===== src/hdl/bmd_pkg.sv =====
`default_nettype none
package bmd_pkg;
    // ==========================================
    // pixel word layout
    localparam int PIXEL_WIDTH = 24;
    localparam logic [23:0] SILENCE_PATTERN = 24'h666666;
    // ==========================================
    // buffering
    localparam int FIFO_DEPTH = 16;
    localparam int FIFO_AWIDTH = 4;
    // ==========================================
    // reset values
    localparam logic SILENCE_RESET = 1'b0;
    localparam logic QUAL_POL_RESET = 1'b0;
    localparam logic [23:0] PIXEL_RESET = 24'h000000;
    localparam logic READY_RESET = 1'b1;
endpackage
`default_nettype wire


===== src/hdl/bmd_detector.sv =====
`timescale 1ns/1ps
`default_nettype none
module bmd_detector (
    // clock and reset
    input wire logic clk_in,
    input wire logic rst_n_in,
    // configuration
    input wire logic pixel_valid_polarity_in,
    // recovered stream
    input wire logic [23:0] pixel_data_in,
    input wire logic pixel_valid_qualifier_in,
    input wire logic audio_in,
    output logic stream_ready_out,
    // muted outputs
    output logic [23:0] video_data_out,
    output logic video_valid_out,
    output logic audio_out,
    output logic audio_video_silence_out
);
    // ==========================================
    // qualifier decode and match
    logic active, blank_seen_ff, nxt_blank_seen, prev_active_ff, nxt_prev_active;
    logic match, silence_ff, nxt_silence;
    logic fifo_valid, fifo_ready;
    logic [25:0] fifo_data;
    logic [23:0] vid_ff, nxt_vid;
    logic vval_ff, nxt_vval, aud_ff, nxt_aud;
    logic fifo_space, ready_ff, nxt_ready;

    // polarity select: 0 means active high
    assign active = pixel_valid_qualifier_in ^ pixel_valid_polarity_in;

    always_comb begin
        nxt_prev_active = active;
        // blanking only counts after active video
        nxt_blank_seen = blank_seen_ff | prev_active_ff;
        match = !active && nxt_blank_seen && (pixel_data_in == bmd_pkg::SILENCE_PATTERN);
        nxt_silence = silence_ff | match;
    end

    always_ff @(posedge clk_in or negedge rst_n_in) begin
        if (!rst_n_in) begin
            blank_seen_ff <= 1'b0;
            prev_active_ff <= 1'b0;
            silence_ff <= bmd_pkg::SILENCE_RESET;
        end else begin
            blank_seen_ff <= nxt_blank_seen;
            prev_active_ff <= nxt_prev_active;
            silence_ff <= nxt_silence;
        end
    end

    // ==========================================
    // output buffer, drained every cycle
    bmd_fifo #(.WIDTH(26), .DEPTH(bmd_pkg::FIFO_DEPTH), .AW(bmd_pkg::FIFO_AWIDTH)) u_fifo (
        .clk_in(clk_in),
        .rst_n_in(rst_n_in),
        .in_valid_in(1'b1),
        .in_ready_out(fifo_space),
        .in_data_in({audio_in, active, pixel_data_in}),
        .out_valid_out(fifo_valid),
        .out_ready_in(fifo_ready),
        .out_data_out(fifo_data)
    );
    assign fifo_ready = 1'b1;

    always_comb begin
        // storage has no reset, so an empty fifo shows black, not stale words
        nxt_vid = fifo_valid ? fifo_data[23:0] : bmd_pkg::PIXEL_RESET;
        nxt_vval = fifo_valid & fifo_data[24];
        nxt_aud = fifo_valid & fifo_data[25];
        if (silence_ff) begin
            nxt_vid = bmd_pkg::PIXEL_RESET;
            nxt_vval = 1'b0;
            nxt_aud = 1'b0;
        end
    end

    always_ff @(posedge clk_in or negedge rst_n_in) begin
        if (!rst_n_in) begin
            vid_ff <= bmd_pkg::PIXEL_RESET;
            vval_ff <= 1'b0;
            aud_ff <= 1'b0;
            audio_video_silence_out <= bmd_pkg::SILENCE_RESET;
        end else begin
            vid_ff <= nxt_vid;
            vval_ff <= nxt_vval;
            aud_ff <= nxt_aud;
            audio_video_silence_out <= silence_ff;
        end
    end
    assign video_data_out = vid_ff;
    assign video_valid_out = vval_ff;
    assign audio_out = aud_ff;

    // ==========================================
    // ready flag
    // lags the fifo flag by one cycle; harmless, the drain never stalls
    always_comb begin
        nxt_ready = fifo_space;
    end

    always_ff @(posedge clk_in or negedge rst_n_in) begin
        if (!rst_n_in) begin
            ready_ff <= bmd_pkg::READY_RESET;
        end else begin
            ready_ff <= nxt_ready;
        end
    end
    assign stream_ready_out = ready_ff;

    // ==========================================
    // checks
    logic [1:0] up_cnt_ff, nxt_up_cnt;
    logic seen_active_ff, nxt_seen_active;

    // helpers: edges since reset, saturating, and active video seen
    always_comb begin
        nxt_up_cnt = up_cnt_ff;
        if (up_cnt_ff != 2'h3) begin
            nxt_up_cnt = up_cnt_ff + 2'h1;
        end
        nxt_seen_active = seen_active_ff | active;
    end

    always_ff @(posedge clk_in or negedge rst_n_in) begin
        if (!rst_n_in) begin
            up_cnt_ff <= 2'h0;
            seen_active_ff <= 1'b0;
        end else begin
            up_cnt_ff <= nxt_up_cnt;
            seen_active_ff <= nxt_seen_active;
        end
    end
endmodule
`default_nettype wire


===== src/hdl/bmd_fifo.sv =====
`timescale 1ns/1ps
`default_nettype none
module bmd_fifo #(
    parameter int WIDTH = 25,
    parameter int DEPTH = 16,
    parameter int AW = 4
) (
    // clock and reset
    input wire logic clk_in,
    input wire logic rst_n_in,
    // fill side
    input wire logic in_valid_in,
    output logic in_ready_out,
    input wire logic [WIDTH-1:0] in_data_in,
    // drain side
    output logic out_valid_out,
    input wire logic out_ready_in,
    output logic [WIDTH-1:0] out_data_out
);
    logic [WIDTH-1:0] mem [DEPTH];
    logic [AW:0] wr_ff, rd_ff, nxt_wr, nxt_rd;
    logic do_wr, do_rd;

    assign in_ready_out = (wr_ff - rd_ff) != (AW+1)'(DEPTH);
    assign out_valid_out = wr_ff != rd_ff;
    assign out_data_out = mem[rd_ff[AW-1:0]];
    assign do_wr = in_valid_in && in_ready_out;
    assign do_rd = out_valid_out && out_ready_in;

    always_comb begin
        nxt_wr = wr_ff + (AW+1)'(do_wr);
        nxt_rd = rd_ff + (AW+1)'(do_rd);
    end

    always_ff @(posedge clk_in or negedge rst_n_in) begin
        if (!rst_n_in) begin
            wr_ff <= '0;
            rd_ff <= '0;
        end else begin
            wr_ff <= nxt_wr;
            rd_ff <= nxt_rd;
        end
    end

    // storage has no reset; only the pointers define content
    always_ff @(posedge clk_in) begin
        if (do_wr) begin
            mem[wr_ff[AW-1:0]] <= in_data_in;
        end
    end
endmodule
`default_nettype wire


===== config.mk =====
export PLATFORM = sky130hd
export DESIGN_NAME = bmd_detector
export DESIGN_NICKNAME = d
export VERILOG_FILES = /design/src/hdl/bmd_pkg.sv /design/src/hdl/bmd_detector.sv /design/src/hdl/bmd_fifo.sv
export SDC_FILE = /design/constraint.sdc
export NUM_CORES = 1
export LEC_CHECK = 0
export BUFFER_PORTS_ARGS = -buffer_cell sky130_fd_sc_hd__buf_4
export CORE_MARGIN = 2
export CORE_UTILIZATION = 65
export CTS_CLUSTER_SIZE = 28
export DETAILED_ROUTE_END_ITERATION = 12
export GPL_TIMING_DRIVEN = 0
export PLACE_DENSITY = 0.82
export SYNTH_ARGS = -nofsm -noshare
export SYNTH_HDL_FRONTEND = slang
export SYNTH_SLANG_ARGS = --single-unit

===== constraint.sdc =====
create_clock -name clk_in -period 13.7 [get_ports clk_in]
set_clock_uncertainty 0.1 [all_clocks]
set_input_delay 2.74 -clock clk_in [delete_from_list [all_inputs] [get_ports clk_in]]
set_output_delay 2.74 -clock clk_in [all_outputs]
set_load 0.05 [all_outputs]

==> flow_metrics.tcl <==
set metrics [dict create \
    status "finished, violations left" \
    violations "DRC" \
    ir_drop_v 0.0001134 \
    crit_fanout 10 \
    layout_common_cells "416 x edfxtp_1, 104 x mux4_2, 81 x buf_4, 52 x mux2i_1, 43 x clkbuf_16" \
    fmax_mhz 221.1 \
    drc_errors 7 \
    cp-end-kind "flip-flop" \
    cts.clk_slew.worst_paths_ns 0.06 \
    nFillCells 1290 \
    initial_utilization_pct 66.30 \
    crit_path_start_kind "flip-flop" \
    ant_nets 0 \
    synth-seq-cells 457 \
    powerDensity_mw_per_mm2 136.8 \
    cp_top_family "buffers and inverters" \
    hpwl_mm 24.70 \
    cts_num_sinks 457 \
    gr-usage-all-layers_pct 28.87 \
    layout.nets 936 \
    postCtsSetupRepairBufs 0 \
    yosys_warnings 0 \
    r2r_start "u_fifo.rd_ff[1]$_DFF_PN0_" \
    min_period_ns 4.522 \
    fin_ws_ns 9.178 \
    fin_area_mm2 0.01999 \
    synth_cells 756 \
    final_common_cell "edfxtp_1" \
    arrival_ns 4.66 \
    avgSynthCellArea_um2 22.92 \
    cts_tree "done" \
    grt_setup_unrepaired "false" \
    cp-startpoint "u_fifo.rd_ff[1]$_DFF_PN0_" \
    hold_viol_final 0 \
    finalMaxSlewViolations 0 \
    placed_area_mm2 0.01865 \
    grt_pass1_wl_mm 57.96 \
    crit_chain "buf_2 -> buf_2 -> buf_2 -> inv_1 -> ha_1 -> nand2b_1 -> a21boi_0 -> o21ai_0 -> a22oi_4 -> buf_4 -> nor3_2 -> buf_8 -> buf_6" \
    tightestPinTransition_ns 1.100 \
    vias_per_cell 6.785 \
    cts_resized 0 \
    core_mm2 0.02613 \
    dpl_worst_slack_ns 9.182 \
    globalplace.congestion 0.8034 \
    worst-path-buf-inv 7 \
    grt_max_degree 42 \
    netlist_area_mm2 0.01733 \
    detail_route.wl_per_cell_um 30.92 \
    design.portCount 57 \
    post-route-util_pct 76.50 \
    ys_types 37 \
    diodes 0 \
    critPathSlowestCell "nor3_2" \
    dr.pass1.iters 9 \
    cp_slowest_stage_delay_ns 0.90 \
    die_w_um 167.3 \
    worst-setup-path-type "flip-flop to flip-flop" \
    drtIter0Drc 1041 \
    min-delay-start "blank_seen_ff$_DFF_PN0_" \
    hold_buffers 0 \
    htree_levels 2 \
    finalCritPeriodShare_pct 33.01 \
    critical_path_required_ns 13.84 \
    finalWirelength_mm 39.17 \
    cellLeakagePower_nw 6.898 \
    syn2layout_area_growth_pct 15.39 \
    fp.dieH_um 167.3 \
    maxCapViolCount 0 \
    hold_slack_ns 0.3967 \
    synth_nets 793 \
    drive_above_1_share_pct 33.05 \
    vias 8596 \
    grt_pass1_vias 9107 \
    die_area_mm2 0.02798 \
    antenna_found_initial 0 \
    relSlewSlack_pct 26.28 \
    clk_latency_ns 0.54 \
    cts_buffer_depth 3 \
    numCtsBuffers 43 \
    num_rows 59 \
    grt.overflow.total 0 \
    cts_root_buf "clkbuf_16" \
    finalSetupViolCount 0 \
    hp-class "flip-flop to flip-flop" \
    fin_tns_setup_ns 0 \
    portBuffers 56 \
    ys_seq_area_share_pct 78.03 \
    worst_path_most_repeated_cell "buf_2" \
]
-- cells in the mapped netlist, drive strengths merged --
cell	n	area (um^2)
nand3	5	25.02
a41o	1	10.01
a21oi	2	10.01
o22ai	26	162.7
ha	8	100.1
nor4	7	43.79
nor2	2	7.510
dfrtp	40	1001
nor4bb	3	30.03
nand2	9	38.79
clkbuf	13	48.80
xnor2	6	52.55
dfstp	1	26.28
a21boi	1	7.510
o21ai	1	5.000
mux4	104	2342
nand4bb	2	22.52
edfxtp	416	12490
nand2b	5	31.28
o211ai	1	7.510
a22oi	1	21.27
inv	7	26.27
or3	1	6.260
nor3	10	50.05
a31oi	1	12.51
mux2i	52	520.5
or2	1	6.260
o2111ai	1	8.760
buf	23	161.4
or4	1	7.510
xor2	3	26.28
and2	1	6.260
and2b	1	7.510
-- worst register-to-register path, cell delays in order, from the launching register on --
cell and delay (ns):
dfrtp_1 0.39, buf_2 0.20, buf_2 0.32, buf_2 0.42
inv_1 0.12, ha_1 0.34, nand2b_1 0.12, a21boi_0 0.12
o21ai_0 0.29, a22oi_4 0.20, buf_4 0.24, nor3_2 0.90
buf_8 0.25, buf_6 0.20
-- worst paths after layout --
kind                                                end  slack [ns]  depth (start not counted)
setup / recovery            u_fifo.mem[5][12]$_DFFE_PP_        9.18                         13
hold / removal                  blank_seen_ff$_DFF_PN0_        0.40                          1
setup reg to reg            u_fifo.mem[5][12]$_DFFE_PP_        9.18                         13
hold reg to reg                 blank_seen_ff$_DFF_PN0_        0.40                          1
max in group asynchronous  video_data_out[17]$_DFF_PN0_       10.91                          1
min in group asynchronous     u_fifo.rd_ff[3]$_DFF_PN0_        2.15                          1
-- state kept, by name, indices dropped and copies added, names as in the netlist --
register / count
stream_ready_out: 1
u_fifo.wr_ff: 5
video_valid_out: 1
audio_video_silence_out: 1
silence_ff: 1
blank_seen_ff: 1
u_fifo.rd_ff: 5
prev_active_ff: 1
audio_out: 1
u_fifo.mem: 416
video_data_out: 24
-- final cells by class --
type	count	area, um^2	area share [%]
clock inverters	17	161.4	0.8074
plain buffers	36	210.2	1.051
clock buffers	61	1174	5.871
flip-flops and latches	457	13520	67.62
multi-input cells	256	3667	18.34
repair buffers	98	814.5	4.074
inverters	7	26.28	0.1314
well taps	335	419.2	2.097
-- per-layer routing --
| layer | GRT usage, % | vias to the layer above | wire [um] |
|---|---|---|---|
| met2 | 50.39 | 515 | 20700 |
| li1 | - | 3470 | - |
| met4 | 11.83 | 0 | 1492 |
| met1 | 36.44 | 4510 | 14160 |
| met5 | 0 | - | 0 |
| met3 | 5.223 | 101 | 2814 |
-- cell families after synthesis --
kind of cell	Yosys count	share of synthesized area (%)
xor gates and xnor gates	9	0.4550
muxes	156	16.52
and+or+nand+nor	48	1.632
buffers and inverters	43	1.365
AOI/OAI and AO/OA	35	1.415
DFF	457	78.03
adders and majority gates	8	0.5778
-- report_power, final --
| group | internal [mW] | switching, mW |
|---|---|---|
| registers | 1.53 | 0.00317 |
| logic | 0.0182 | 0.0441 |
| clock network | 0.654 | 0.487 |
-- per-stage QoR --
step	instances	power [mW]
floorplan	756	1.587
global placement	1147	1.619
detailed placement	1189	1.624
CTS	1267	2.741
global route	1267	2.796
finish	1267	2.736
Power figures use the tool's default switching activity.
